`src/logic/rri_consts.svh`:
```
// Offsets, reset values and field positions of the reset-value initializer
`ifndef RRI_CONSTS_SVH
`define RRI_CONSTS_SVH

// Register offsets on the register port
`define RRI_OFS_STACK_TOP_UPPER      5'h00
`define RRI_OFS_STACK_TOP_HIGH       5'h01
`define RRI_OFS_STACK_TOP_LOW        5'h02
`define RRI_OFS_RETURN_STACK_POINTER 5'h03
`define RRI_OFS_INTERRUPT_CONTROL    5'h04
`define RRI_OFS_PERIPHERAL_REQUEST   5'h05
`define RRI_OFS_TIMER2_PERIOD        5'h06
`define RRI_OFS_NVM_UNLOCK_SEQUENCE  5'h07
`define RRI_OFS_TIMER1_CONTROL       5'h08
`define RRI_OFS_RESET_CAUSE_STATUS   5'h09
`define RRI_OFS_OSCILLATOR_CONTROL   5'h0a
`define RRI_OFS_PORT_A_INPUT         5'h0b
`define RRI_OFS_PORT_A_OUTPUT_LATCH  5'h0c
`define RRI_OFS_PORT_A_DIRECTION     5'h0d
`define RRI_OFS_PORT_E_INPUT         5'h0e
`define RRI_OFS_PORT_E_OUTPUT_LATCH  5'h0f
`define RRI_OFS_SERIAL_TX_STATUS     5'h10
`define RRI_OFS_BAUD_RATE_CONTROL    5'h11
`define RRI_OFS_PORT_A_DIGITAL       5'h12

// Reset values and implemented-bit masks
`define RRI_RST_ALL_ZERO             8'h00
`define RRI_RST_ALL_ONES             8'hff
`define RRI_RST_TIMER1_MID_CLR       8'hbf
`define RRI_RST_SERIAL_TX            8'h02
`define RRI_MSK_SERIAL_TX            8'hf7
`define RRI_RST_BAUD_RATE            8'h50
`define RRI_MSK_BAUD_RATE            8'h5b
`define RRI_RST_PORT_A_DIGITAL       8'hd0
`define RRI_MSK_PORT_A_OSC_PINS      8'h3f
`define RRI_MSK_RESET_CAUSE          8'h9f
`define RRI_MSK_STACK_POINTER        8'hdf
`define RRI_MSK_STACK_TOP_UPPER      8'h1f
`define RRI_MSK_OSC_CONTROL_RW       8'hf7
`define RRI_RST_RESET_CAUSE          8'h1c
`define RRI_MSK_RESET_CAUSE_SW       8'h93
`define RRI_MSK_RESET_CAUSE_HW       8'h0c

// Field positions
`define RRI_BIT_HIGH_PRIORITY_GLOBAL_ENABLE                 7
`define RRI_BIT_LOW_PRIORITY_GLOBAL_ENABLE                 6
`define RRI_BIT_T1_MID_CLEAR         6
`define RRI_BIT_OSC_STATUS           3
`define RRI_BIT_IPEN                 7
`define RRI_BIT_RI                   4
`define RRI_BIT_TO                   3
`define RRI_BIT_PD                   2
`define RRI_BIT_POR                  1
`define RRI_BIT_BOR                  0
`define RRI_BIT_STK_FULL             7
`define RRI_BIT_STK_UNDER            6
`define RRI_BIT_PORT_E3              3

// Program counter values
`define RRI_PC_RESET                 21'h000000
`define RRI_PC_VEC_HIGH              21'h000008
`define RRI_PC_VEC_LOW               21'h000018
`define RRI_PC_STEP                  21'h000002

`endif

```
`src/logic/rri_pkg.sv`:
```
// Types shared by the reset-value initializer
package rri_pkg;

    // Initialization set chosen in a cycle
    typedef enum logic [1:0] {
        RRI_CLASS_NONE = 2'b00,
        RRI_CLASS_POR  = 2'b01,
        RRI_CLASS_MID  = 2'b10,
        RRI_CLASS_WAKE = 2'b11
    } rri_class_e;

    // Power state in which a pin reset lands
    typedef enum logic [1:0] {
        RRI_PM_FULL       = 2'b00,
        RRI_PM_RUN        = 2'b01,
        RRI_PM_IDLE_SLEEP = 2'b10
    } rri_power_e;

    // Reset and wake-up sources, one-cycle pulses on ref_clk
    typedef struct packed {
        logic power_on;
        logic brown_out;
        logic pin_reset;
        logic watchdog_reset;
        logic reset_instr;
        logic stack_full;
        logic stack_underflow;
        logic wake_watchdog;
        logic wake_interrupt;
    } rri_events_s;

    // Register port request
    typedef struct packed {
        logic [4:0] addr;
        logic [7:0] wdata;
        logic       wr;
        logic       rd;
    } rri_bus_req_s;

endpackage

```
`src/logic/rri_register_reset_initializer.sv`:
```
// Special function register file with reset-class dependent initialization
// Summary of operation
// - Three value sets: power-on, other resets, wake.
// - Retained bits keep value; unknown bits left alone.
// - Unimplemented bits always read as zero.
// - Interrupt or watchdog wake sets cause flags.
// - Interrupt wake with enable loads vector address.
// - Vectored interrupt wake copies PC into stack top.
// - Vectored interrupt wake advances return stack pointer.
// - Port A bits 7:6 need freeing oscillator mode.
// - Port E bit 3 needs reset pin disabled.
// - Small package: port E holds only bit 3.
// - Timer-2 period resets to all ones always.
// - Unlock sequence register always reads zero.
// - Timer-1 control: full clear, bit 6 on other resets.
// - Reset cause status follows the reset cause.
// - Oscillator control zero except conditional bit 3.
// - Port A input bits 5,3:0 read zero until set in the digital-enable mask.
// - Transmit status resets 0x02, bit 3 absent.
// - Baud control resets 0x50, bits 7,5,2 absent.
// - Power-on clears POR/BOR, sets RI/TO/PD.
`timescale 1ns/1ps
`default_nettype none
`include "rri_consts.svh"

module rri_register_reset_initializer
    import rri_pkg::*;
#(
    parameter bit SMALL_PACKAGE = 1'b0
) (
    // Clock and reset
    input  wire logic        ref_clk,
    input  wire logic        srst,
    // Reset and wake-up sources
    input  wire rri_events_s events,
    input  wire rri_power_e  power_mode,
    input  wire logic        wake_high_priority,
    input  wire logic [7:0]  wake_intcon_flags,
    input  wire logic [7:0]  wake_pir_flags,
    // Core state
    input  wire logic [20:0] pc_current,
    // Configuration levels
    input  wire logic        osc_frees_port_a_pins,
    input  wire logic        external_reset_pin_enabled,
    input  wire logic        osc_status_level,
    // Pins
    input  wire logic [7:0]  port_a_pins,
    input  wire logic [3:0]  port_e_pins,
    // Register port
    input  wire rri_bus_req_s bus_req,
    output logic [7:0]       bus_rdata,
    // Program counter load
    output logic             pc_load_valid,
    output logic [20:0]      pc_load_value
);

    rri_class_e  cls;
    logic        wake_vector;
    logic        wr;
    logic [7:0]  wd;
    logic [4:0]  wa;
    logic [7:0]  pa_s1_q, pa_s2_q, pa_s3_q, pa_filt_q;
    logic [3:0]  pe_s1_q, pe_s2_q, pe_s3_q, pe_filt_q;
    logic [7:0]  tos_u_q, tos_h_q, tos_l_q, return_stack_pointer_q;
    logic [7:0]  intcon_q, pir_q, t2_period_q, t1_control_q;
    logic [7:0]  reset_cause_status_q, osc_control_q, pa_latch_q, pa_dir_q, pa_digital_q;
    logic [3:0]  pe_latch_q;
    logic [7:0]  tx_status_q, baud_q;
    logic [7:0]  pa_gate, pa_read, pe_read;
    logic [3:0]  pe_gate;
    logic [7:0]  rdata_d;

    assign wr = bus_req.wr;
    assign wd = bus_req.wdata;
    assign wa = bus_req.addr;

    // Power-on and brown-out outrank all else; srst counts as power-on
    always_comb begin
        if (srst || events.power_on || events.brown_out) begin
            cls = RRI_CLASS_POR;
        end else if (events.pin_reset || events.watchdog_reset || events.reset_instr
                     || events.stack_full || events.stack_underflow) begin
            cls = RRI_CLASS_MID;
        end else if (events.wake_watchdog || events.wake_interrupt) begin
            cls = RRI_CLASS_WAKE;
        end else begin
            cls = RRI_CLASS_NONE;
        end
    end

    // Vectoring only for interrupt wake with a global enable set
    assign wake_vector = (cls == RRI_CLASS_WAKE) && events.wake_interrupt
                         && (intcon_q[`RRI_BIT_HIGH_PRIORITY_GLOBAL_ENABLE] || intcon_q[`RRI_BIT_LOW_PRIORITY_GLOBAL_ENABLE]);

    // Pin synchronisers; a change counts once stages two and three agree
    always_ff @(posedge ref_clk) begin
        pa_s1_q   <= port_a_pins;
        pa_s2_q   <= pa_s1_q;
        pa_s3_q   <= pa_s2_q;
        pa_filt_q <= (~(pa_s2_q ^ pa_s3_q) & pa_s3_q) | ((pa_s2_q ^ pa_s3_q) & pa_filt_q);
        pe_s1_q   <= port_e_pins;
        pe_s2_q   <= pe_s1_q;
        pe_s3_q   <= pe_s2_q;
        pe_filt_q <= (~(pe_s2_q ^ pe_s3_q) & pe_s3_q) | ((pe_s2_q ^ pe_s3_q) & pe_filt_q);
    end

    // Stack top: cleared on resets, loaded with the PC on vectored wake
    always_ff @(posedge ref_clk) begin
        if (cls == RRI_CLASS_POR || cls == RRI_CLASS_MID) begin
            tos_u_q <= `RRI_RST_ALL_ZERO;
            tos_h_q <= `RRI_RST_ALL_ZERO;
            tos_l_q <= `RRI_RST_ALL_ZERO;
        end else if (wake_vector) begin
            tos_u_q <= {3'h0, pc_current[20:16]};
            tos_h_q <= pc_current[15:8];
            tos_l_q <= pc_current[7:0];
        end else if (wr) begin
            if (wa == `RRI_OFS_STACK_TOP_UPPER) tos_u_q <= wd & `RRI_MSK_STACK_TOP_UPPER;
            if (wa == `RRI_OFS_STACK_TOP_HIGH)  tos_h_q <= wd;
            if (wa == `RRI_OFS_STACK_TOP_LOW)   tos_l_q <= wd;
        end
    end

    // Stack pointer: overflow flags kept across non-power resets
    always_ff @(posedge ref_clk) begin
        if (cls == RRI_CLASS_POR) begin
            return_stack_pointer_q <= `RRI_RST_ALL_ZERO;
        end else if (cls == RRI_CLASS_MID) begin
            return_stack_pointer_q[4:0] <= 5'h00;
            if (events.stack_full)      return_stack_pointer_q[`RRI_BIT_STK_FULL]  <= 1'b1;
            if (events.stack_underflow) return_stack_pointer_q[`RRI_BIT_STK_UNDER] <= 1'b1;
        end else if (wake_vector) begin
            return_stack_pointer_q[4:0] <= return_stack_pointer_q[4:0] + 5'h01;
        end else if (wr && wa == `RRI_OFS_RETURN_STACK_POINTER) begin
            return_stack_pointer_q <= wd & `RRI_MSK_STACK_POINTER;
        end
    end

    // Interrupt control and request flags; wake flags win over a write
    always_ff @(posedge ref_clk) begin
        if (cls == RRI_CLASS_POR) begin
            intcon_q <= `RRI_RST_ALL_ZERO;
            pir_q    <= `RRI_RST_ALL_ZERO;
        end else if (cls == RRI_CLASS_MID) begin
            intcon_q <= {7'h00, intcon_q[0]};
            pir_q    <= `RRI_RST_ALL_ZERO;
        end else begin
            if (cls == RRI_CLASS_WAKE) begin
                intcon_q <= ((wr && wa == `RRI_OFS_INTERRUPT_CONTROL) ? wd : intcon_q)
                            | wake_intcon_flags;
                pir_q    <= ((wr && wa == `RRI_OFS_PERIPHERAL_REQUEST) ? wd : pir_q)
                            | wake_pir_flags;
            end else if (wr) begin
                if (wa == `RRI_OFS_INTERRUPT_CONTROL)  intcon_q <= wd;
                if (wa == `RRI_OFS_PERIPHERAL_REQUEST) pir_q    <= wd;
            end
        end
    end

    // Timer-2 period: every reset and wake restores all ones
    always_ff @(posedge ref_clk) begin
        if (cls != RRI_CLASS_NONE) begin
            t2_period_q <= `RRI_RST_ALL_ONES;
        end else if (wr && wa == `RRI_OFS_TIMER2_PERIOD) begin
            t2_period_q <= wd;
        end
    end

    // Timer-1 control: full clear on power-on, one bit on other resets
    always_ff @(posedge ref_clk) begin
        if (cls == RRI_CLASS_POR) begin
            t1_control_q <= `RRI_RST_ALL_ZERO;
        end else if (cls == RRI_CLASS_MID) begin
            t1_control_q <= t1_control_q & `RRI_RST_TIMER1_MID_CLR;
        end else if (wr && wa == `RRI_OFS_TIMER1_CONTROL) begin
            t1_control_q <= wd;
        end
    end

    // Reset cause status; hardware events win over software writes
    always_ff @(posedge ref_clk) begin
        if (srst || events.power_on) begin
            reset_cause_status_q <= `RRI_RST_RESET_CAUSE;
        end else if (events.brown_out) begin
            reset_cause_status_q[`RRI_BIT_IPEN] <= 1'b0;
            reset_cause_status_q[`RRI_BIT_RI]   <= 1'b1;
            reset_cause_status_q[`RRI_BIT_TO]   <= 1'b1;
            reset_cause_status_q[`RRI_BIT_PD]   <= 1'b1;
            reset_cause_status_q[`RRI_BIT_BOR]  <= 1'b0;
        end else if (cls == RRI_CLASS_MID) begin
            reset_cause_status_q[`RRI_BIT_IPEN] <= 1'b0;
            if (events.reset_instr) reset_cause_status_q[`RRI_BIT_RI] <= 1'b0;
            if (events.watchdog_reset) reset_cause_status_q[`RRI_BIT_TO] <= 1'b0;
            if (events.pin_reset && power_mode != RRI_PM_FULL) reset_cause_status_q[`RRI_BIT_TO] <= 1'b1;
            if (events.pin_reset && power_mode == RRI_PM_IDLE_SLEEP) begin
                reset_cause_status_q[`RRI_BIT_PD] <= 1'b0;
            end
        end else if (cls == RRI_CLASS_WAKE) begin
            reset_cause_status_q[`RRI_BIT_PD] <= 1'b0;
            if (events.wake_watchdog) reset_cause_status_q[`RRI_BIT_TO] <= 1'b0;
        end else if (wr && wa == `RRI_OFS_RESET_CAUSE_STATUS) begin
            // Time-out and power-down bits are read-only
            reset_cause_status_q <= (wd & `RRI_MSK_RESET_CAUSE_SW) | (reset_cause_status_q & `RRI_MSK_RESET_CAUSE_HW);
        end
    end

    // Oscillator control; status bit follows the oscillator condition
    always_ff @(posedge ref_clk) begin
        if (cls == RRI_CLASS_POR || cls == RRI_CLASS_MID) begin
            osc_control_q <= `RRI_RST_ALL_ZERO;
        end else if (wr && wa == `RRI_OFS_OSCILLATOR_CONTROL) begin
            osc_control_q <= wd & `RRI_MSK_OSC_CONTROL_RW;
        end
    end

    // Port A latch, direction and digital-enable mask
    always_ff @(posedge ref_clk) begin
        if (srst) begin
            pa_latch_q <= `RRI_RST_ALL_ZERO; // Defined start for simulation only
        end else if (wr && wa == `RRI_OFS_PORT_A_OUTPUT_LATCH) begin
            pa_latch_q <= wd;
        end
    end

    always_ff @(posedge ref_clk) begin
        if (cls == RRI_CLASS_POR || cls == RRI_CLASS_MID) begin
            pa_dir_q     <= `RRI_RST_ALL_ONES;
            pa_digital_q <= `RRI_RST_PORT_A_DIGITAL;
        end else if (wr) begin
            if (wa == `RRI_OFS_PORT_A_DIRECTION) pa_dir_q     <= wd;
            if (wa == `RRI_OFS_PORT_A_DIGITAL)   pa_digital_q <= wd;
        end
    end

    // Port E latch: only gated bits are ever stored
    always_ff @(posedge ref_clk) begin
        if (srst) begin
            pe_latch_q <= 4'h0;
        end else if (wr && wa == `RRI_OFS_PORT_E_OUTPUT_LATCH) begin
            pe_latch_q <= wd[3:0] & pe_gate;
        end
    end

    // Serial transmit status and baud-rate control
    always_ff @(posedge ref_clk) begin
        if (cls == RRI_CLASS_POR || cls == RRI_CLASS_MID) begin
            tx_status_q <= `RRI_RST_SERIAL_TX;
            baud_q      <= `RRI_RST_BAUD_RATE;
        end else if (wr) begin
            if (wa == `RRI_OFS_SERIAL_TX_STATUS)  tx_status_q <= wd & `RRI_MSK_SERIAL_TX;
            if (wa == `RRI_OFS_BAUD_RATE_CONTROL) baud_q      <= wd & `RRI_MSK_BAUD_RATE;
        end
    end

    // Pin gating by oscillator mode, reset-pin use and package size
    assign pa_gate = osc_frees_port_a_pins ? `RRI_RST_ALL_ONES
                                           : `RRI_MSK_PORT_A_OSC_PINS;
    assign pe_gate = {~external_reset_pin_enabled,
                      SMALL_PACKAGE ? 3'h0 : 3'h7};
    assign pa_read = pa_filt_q & pa_digital_q & pa_gate;
    assign pe_read = {4'h0, pe_filt_q & pe_gate};

    // Read multiplexer; unmapped offsets read zero
    always_comb begin
        case (wa)
            `RRI_OFS_STACK_TOP_UPPER:      rdata_d = tos_u_q;
            `RRI_OFS_STACK_TOP_HIGH:       rdata_d = tos_h_q;
            `RRI_OFS_STACK_TOP_LOW:        rdata_d = tos_l_q;
            `RRI_OFS_RETURN_STACK_POINTER: rdata_d = return_stack_pointer_q;
            `RRI_OFS_INTERRUPT_CONTROL:    rdata_d = intcon_q;
            `RRI_OFS_PERIPHERAL_REQUEST:   rdata_d = pir_q;
            `RRI_OFS_TIMER2_PERIOD:        rdata_d = t2_period_q;
            `RRI_OFS_NVM_UNLOCK_SEQUENCE:  rdata_d = `RRI_RST_ALL_ZERO;
            `RRI_OFS_TIMER1_CONTROL:       rdata_d = t1_control_q;
            `RRI_OFS_RESET_CAUSE_STATUS:   rdata_d = reset_cause_status_q & `RRI_MSK_RESET_CAUSE;
            `RRI_OFS_OSCILLATOR_CONTROL:   rdata_d = osc_control_q
                                               | {4'h0, osc_status_level, 3'h0};
            `RRI_OFS_PORT_A_INPUT:         rdata_d = pa_read;
            `RRI_OFS_PORT_A_OUTPUT_LATCH:  rdata_d = pa_latch_q & pa_gate;
            `RRI_OFS_PORT_A_DIRECTION:     rdata_d = pa_dir_q & pa_gate;
            `RRI_OFS_PORT_E_INPUT:         rdata_d = pe_read;
            `RRI_OFS_PORT_E_OUTPUT_LATCH:  rdata_d = {4'h0, pe_latch_q & pe_gate};
            `RRI_OFS_SERIAL_TX_STATUS:     rdata_d = tx_status_q;
            `RRI_OFS_BAUD_RATE_CONTROL:    rdata_d = baud_q;
            `RRI_OFS_PORT_A_DIGITAL:       rdata_d = pa_digital_q;
            default:                       rdata_d = `RRI_RST_ALL_ZERO;
        endcase
    end

    // Read data stands in the cycle after the strobe only
    always_ff @(posedge ref_clk) begin
        if (srst) begin
            bus_rdata <= `RRI_RST_ALL_ZERO;
        end else begin
            bus_rdata <= bus_req.rd ? rdata_d : `RRI_RST_ALL_ZERO;
        end
    end

    // Program counter load on every reset and wake
    always_ff @(posedge ref_clk) begin
        if (srst) begin
            pc_load_valid <= 1'b1;
            pc_load_value <= `RRI_PC_RESET;
        end else begin
            pc_load_valid <= (cls != RRI_CLASS_NONE);
            if (cls == RRI_CLASS_POR || cls == RRI_CLASS_MID) begin
                pc_load_value <= `RRI_PC_RESET;
            end else if (wake_vector) begin
                pc_load_value <= wake_high_priority ? `RRI_PC_VEC_HIGH
                                                    : `RRI_PC_VEC_LOW;
            end else if (cls == RRI_CLASS_WAKE) begin
                pc_load_value <= pc_current + `RRI_PC_STEP;
            end
        end
    end

endmodule
`default_nettype wire

```
`config.mk`:
```
export PLATFORM = sky130hd
export DESIGN_NAME = rri_register_reset_initializer
export DESIGN_NICKNAME = d
export VERILOG_FILES = /design/src/logic/rri_pkg.sv /design/src/logic/rri_register_reset_initializer.sv
export VERILOG_INCLUDE_DIRS = /design/src /design/src/logic
export SDC_FILE = /design/constraint.sdc
export NUM_CORES = 1
export LEC_CHECK = 0
export ABC_AREA = 1
export CAP_MARGIN = 20
export CORE_ASPECT_RATIO = 0.5
export CORE_MARGIN = 10
export CORE_UTILIZATION = 60
export DETAILED_ROUTE_END_ITERATION = 8
export DONT_BUFFER_PORTS = 1
export MAX_ROUTING_LAYER = met4
export PLACE_DENSITY = 0.84
export SETUP_SLACK_MARGIN = 0.2
export SLEW_MARGIN = 25
export SYNTH_ARGS = -nofsm -noshare
export SYNTH_HDL_FRONTEND = slang
export SYNTH_SLANG_ARGS = --single-unit
```
`constraint.sdc`:
```
create_clock -name ref_clk -period 6.5 [get_ports ref_clk]
set_input_delay 0.975 -clock ref_clk [delete_from_list [all_inputs] [get_ports ref_clk]]
set_output_delay 0.975 -clock ref_clk [all_outputs]
set_load 0.005 [all_outputs]
```
==> impl_metrics.prom <==
# TYPE chip_impl_metric gauge
chip_impl_metric{name="tritoncts_num_sinks",unit=""} 191
chip_impl_metric{name="drt-initial-drc-count",unit=""} 980
chip_impl_metric{name="initial_utilization",unit="%"} 61.3
chip_impl_metric{name="register_bit_total_from_synthesis",unit=""} 191
chip_impl_metric{name="power.switching_fraction",unit="%"} 26.5
chip_impl_metric{name="critPathMaxFanout",unit=""} 24
chip_impl_metric{name="design.core.area",unit="sq um"} 13600
chip_impl_metric{name="cts_max_level",unit=""} 4
chip_impl_metric{name="setup-tns-final",unit="ns"} 0
chip_impl_info{name="layout_common_cells",value="nand2_1, dfxtp_1, a21oi_1, nor2_1, inv_1"} 1
chip_impl_metric{name="cellInternalPower",unit="mW"} 1.80
chip_impl_metric{name="tightestPinTransition",unit="ns"} 0.841
chip_impl_info{name="synth_ff_type",value="dfxtp_1"} 1
chip_impl_metric{name="grt_overflow",unit=""} 0
chip_impl_metric{name="ff2ff_setup_slack",unit="ns"} 4.15
chip_impl_metric{name="power.share.combinational",unit="%"} 6.2
chip_impl_info{name="hold_start",value="pa_s1_q[1]"} 1
chip_impl_metric{name="post_drt_wl_per_cell",unit="um"} 19.5
chip_impl_metric{name="io_buffer_count",unit=""} 0
chip_impl_metric{name="dieArea",unit="sq um"} 19300
chip_impl_info{name="timing.critical_path.slowest_stage_cell",value="inv_1"} 1
chip_impl_metric{name="fin_worst_hold_slack",unit="ns"} 0.329
chip_impl_metric{name="chipHeight",unit="um"} 103
chip_impl_info{name="final_common_cell",value="nand2_1"} 1
chip_impl_metric{name="critical_path_required",unit="ns"} 6.87
chip_impl_metric{name="syn2layout_area_growth",unit="%"} 8.53
chip_impl_metric{name="p_clk_share",unit="%"} 43.6
chip_impl_metric{name="syn_avg_cell_area",unit="sq um"} 7.34
chip_impl_metric{name="grt_antenna_before_repair",unit=""} 1
chip_impl_metric{name="route.vias.total",unit=""} 7873
chip_impl_metric{name="postCtsResizedCells",unit=""} 0
chip_impl_metric{name="final_net_count",unit=""} 1210
chip_impl_info{name="ctsRootBufferMaster",value="clkbuf_16"} 1
chip_impl_metric{name="number_of_enable_type_register_cells_in_the_synthesized_netlist",unit=""} 12
chip_impl_metric{name="clock_tree.buffer_depth",unit=""} 2
chip_impl_metric{name="report.final.setup_viol",unit=""} 0
chip_impl_metric{name="final_util",unit="%"} 66.5
chip_impl_metric{name="seq_power_share",unit="%"} 50.1
chip_impl_metric{name="holdPathStages",unit=""} 0
chip_impl_metric{name="std_cell_rows",unit=""} 30
chip_impl_metric{name="reg2regPathDepth",unit=""} 8
chip_impl_metric{name="switchingPower",unit="uW"} 650
chip_impl_info{name="worst_hold_path_type",value="flip-flop to flip-flop"} 1
chip_impl_metric{name="cp_slowest_stage_delay",unit="ns"} 0.69
chip_impl_metric{name="netlist_area",unit="sq um"} 8330
chip_impl_metric{name="fp.dieW",unit="um"} 187
chip_impl_info{name="holdPathEnd",value="pa_s2_q[1]"} 1
chip_impl_metric{name="finalWirelength",unit="um"} 25900
chip_impl_metric{name="syn_nets",unit=""} 1223
chip_impl_info{name="path_class",value="primary input to flip-flop"} 1
chip_impl_metric{name="worstSkewPairLatency",unit="ns"} 0.45
chip_impl_metric{name="slew_violations",unit=""} 0
chip_impl_metric{name="drtPass1Iterations",unit=""} 6
chip_impl_metric{name="drc",unit=""} 0
chip_impl_metric{name="synth.yosys.seq_area_share",unit="%"} 47.3
chip_impl_info{name="r2r-start",value="intcon_q[7]"} 1
chip_impl_metric{name="vias_per_cell",unit=""} 5.93
chip_impl_metric{name="final_layout_size_suffix_gt1_share",unit="%"} 6.26
chip_impl_info{name="regToRegEndpoint",value="tos_h_q[3]"} 1
chip_impl_metric{name="grt_max_degree",unit=""} 49
chip_impl_metric{name="route.antenna.remaining_nets",unit=""} 0
chip_impl_info{name="critical_path.startpoint_type",value="primary input"} 1
chip_impl_info{name="crit_path_cell_trace",value="nor2_1 > nand2_1 > inv_1 > o21ai_0 > ha_1 > inv_1 > nor2_1 > inv_1 > nand2_1 > inv_2 > nand2_1 > a21oi_1"} 1
chip_impl_metric{name="syn-instance-count",unit=""} 1135
chip_impl_metric{name="gp_congestion",unit=""} 0.994
chip_impl_metric{name="grt_first_pass_wirelength",unit="um"} 39700
chip_impl_metric{name="leakage",unit="nW"} 3.80
chip_impl_info{name="cts_tree",value="done"} 1
chip_impl_metric{name="fin_worst_skew",unit="ns"} 0.0114
chip_impl_info{name="rsz0062_at_grt",value="no"} 1
chip_impl_metric{name="max_slew_margin",unit="%"} 43.7
chip_impl_metric{name="vdd_drop_max",unit="V"} 0.000179
chip_impl_metric{name="clk_pin_slew_worst_paths",unit="ns"} 0.07
chip_impl_metric{name="period_needed",unit="ns"} 3.86
chip_impl_metric{name="min_period_over_period",unit="%"} 59.4
chip_impl_metric{name="cts.hold.buffers_added",unit=""} 0
chip_impl_metric{name="fmaxAchievable",unit="MHz"} 259
chip_impl_metric{name="grt_pass1_vias",unit=""} 7310
chip_impl_metric{name="synth_warnings",unit=""} 0
chip_impl_metric{name="power_density",unit="nW/um^2"} 271
chip_impl_metric{name="grtUsageTotal",unit="%"} 27.3
chip_impl_metric{name="cts_inserted_buffers",unit=""} 17
chip_impl_metric{name="hpwl",unit="um"} 19000
chip_impl_info{name="status",value="complete, no violations"} 1
chip_impl_metric{name="postSynth.asyncResetShare",unit="%"} 0
chip_impl_metric{name="largest_register_ffs",unit=""} 21
chip_impl_metric{name="cap_violations",unit=""} 0
chip_impl_info{name="largest-register",value="pc_load_value"} 1
chip_impl_metric{name="crit_arrival",unit="ns"} 4.24
chip_impl_metric{name="count_of_cell_types_in_the_netlist",unit=""} 37
chip_impl_metric{name="final_hold_violating_endpoints",unit=""} 0
chip_impl_metric{name="floorplan.io_pins",unit=""} 111
chip_impl_info{name="timing.critical_path.to_type",value="flip-flop"} 1
chip_impl_metric{name="post_cts.repair.setup_buffers",unit=""} 0
[how the worst max path moves through the flow]
| stage | start | to | slack, ns | cells past startpoint |
|---|---|---|---|---|
| floorplan | events[4] | tos_h_q[1] | 3.72 | 10 |
| global placement | events[4] | tos_h_q[4] | 2.38 | 11 |
| detailed placement | events[8] | tos_h_q[3] | 2.17 | 12 |
| CTS | events[8] | tos_h_q[3] | 2.67 | 12 |
| global route | events[8] | tos_h_q[5] | 2.20 | 13 |
| finish | events[8] | tos_h_q[3] | 2.64 | 12 |
[routing by layer]
| layer | GRT usage, % | vias up | wire, um |
|---|---|---|---|
| met1 | 35.1 | 3626 | 10800 |
| met3 | 9.87 | 51 | 3810 |
| met4 | 7.75 | 0 | 469 |
| met2 | 39.8 | 487 | 10800 |
| li1 | - | 3709 | - |
| met5 | - | - | 0 |
[kinds of logic (layout without fill, tap and decap cells)]
family,after synthesis,in the layout,share of synthesized area [%]
simple gates,539,539,27.4
compound gates,240,240,16.0
flops,191,191,47.3
buf+inv,143,143,6.67
xor+xnor,15,15,1.58
fa+ha+maj,7,7,1.05
other cells,0,1,0
[stage by stage]
| stage | power, mW | area (sq um) | setup WS (ns) | std cells |
|---|---|---|---|---|
| 6_report | 2.45 | 9040 | 2.64 | 1328 |
| 5_1_grt | 2.52 | 9040 | 2.20 | 1328 |
| 4_1_cts | 2.45 | 9040 | 2.67 | 1327 |
| 3_5_place_dp | 1.40 | 8440 | 2.17 | 1295 |
| 3_3_place_gp | 1.40 | 8440 | 2.38 | 1295 |
| 2_1_floorplan | 1.36 | 8330 | 3.72 | 1135 |
[area by class of cell]
cell class | instances | area [sq um]
antenna | 1 | 2.50
clock buffer | 17 | 425
clock inverter | 15 | 170
fill | 1225 | 4550
inverter | 108 | 405
multi-input combinational | 801 | 3830
sequential | 191 | 3940
tap | 192 | 240
timing repair buffer | 3 | 22.5
[cells in the mapped netlist (4+ instances only)]
library cell | n | area, sq um
nand4_1 | 19 | 119
xnor2_1 | 12 | 105
a22oi_1 | 4 | 30.0
o211ai_1 | 35 | 263
edfxtp_1 | 12 | 360
ha_1 | 7 | 87.6
a31oi_1 | 5 | 31.3
dfxtp_1 | 179 | 3580
clkinv_1 | 6 | 22.5
nor2_1 | 94 | 353
inv_2 | 12 | 45.0
nor2_2 | 12 | 75.1
inv_1 | 90 | 338
clkbuf_1 | 21 | 78.8
nor3_1 | 11 | 55.1
buf_2 | 9 | 45.0
nand3_1 | 59 | 295
a21oi_1 | 109 | 546
nor2_4 | 7 | 78.8
o21ai_0 | 78 | 390
nand2_1 | 327 | 1230
[critical path: cells and delay by family]
kind	cells	cell delay, ns
and+or+nand+nor	5	0.79
adders and majority gates	1	0.53
buffers and inverters	4	1.61
AOI/OAI and AO/OA	2	0.32
[power by group through the flow]
stage	Clock [mW]	Combinational [mW]	Sequential (mW)
after CTS	1.08	0.147	1.23
after detailed placement	0	0.147	1.26
final	1.07	0.153	1.23
after global routing	1.12	0.167	1.23
after global placement	0	0.143	1.25
after floorplan	0	0.110	1.25
Power figures use the tool's default switching activity.
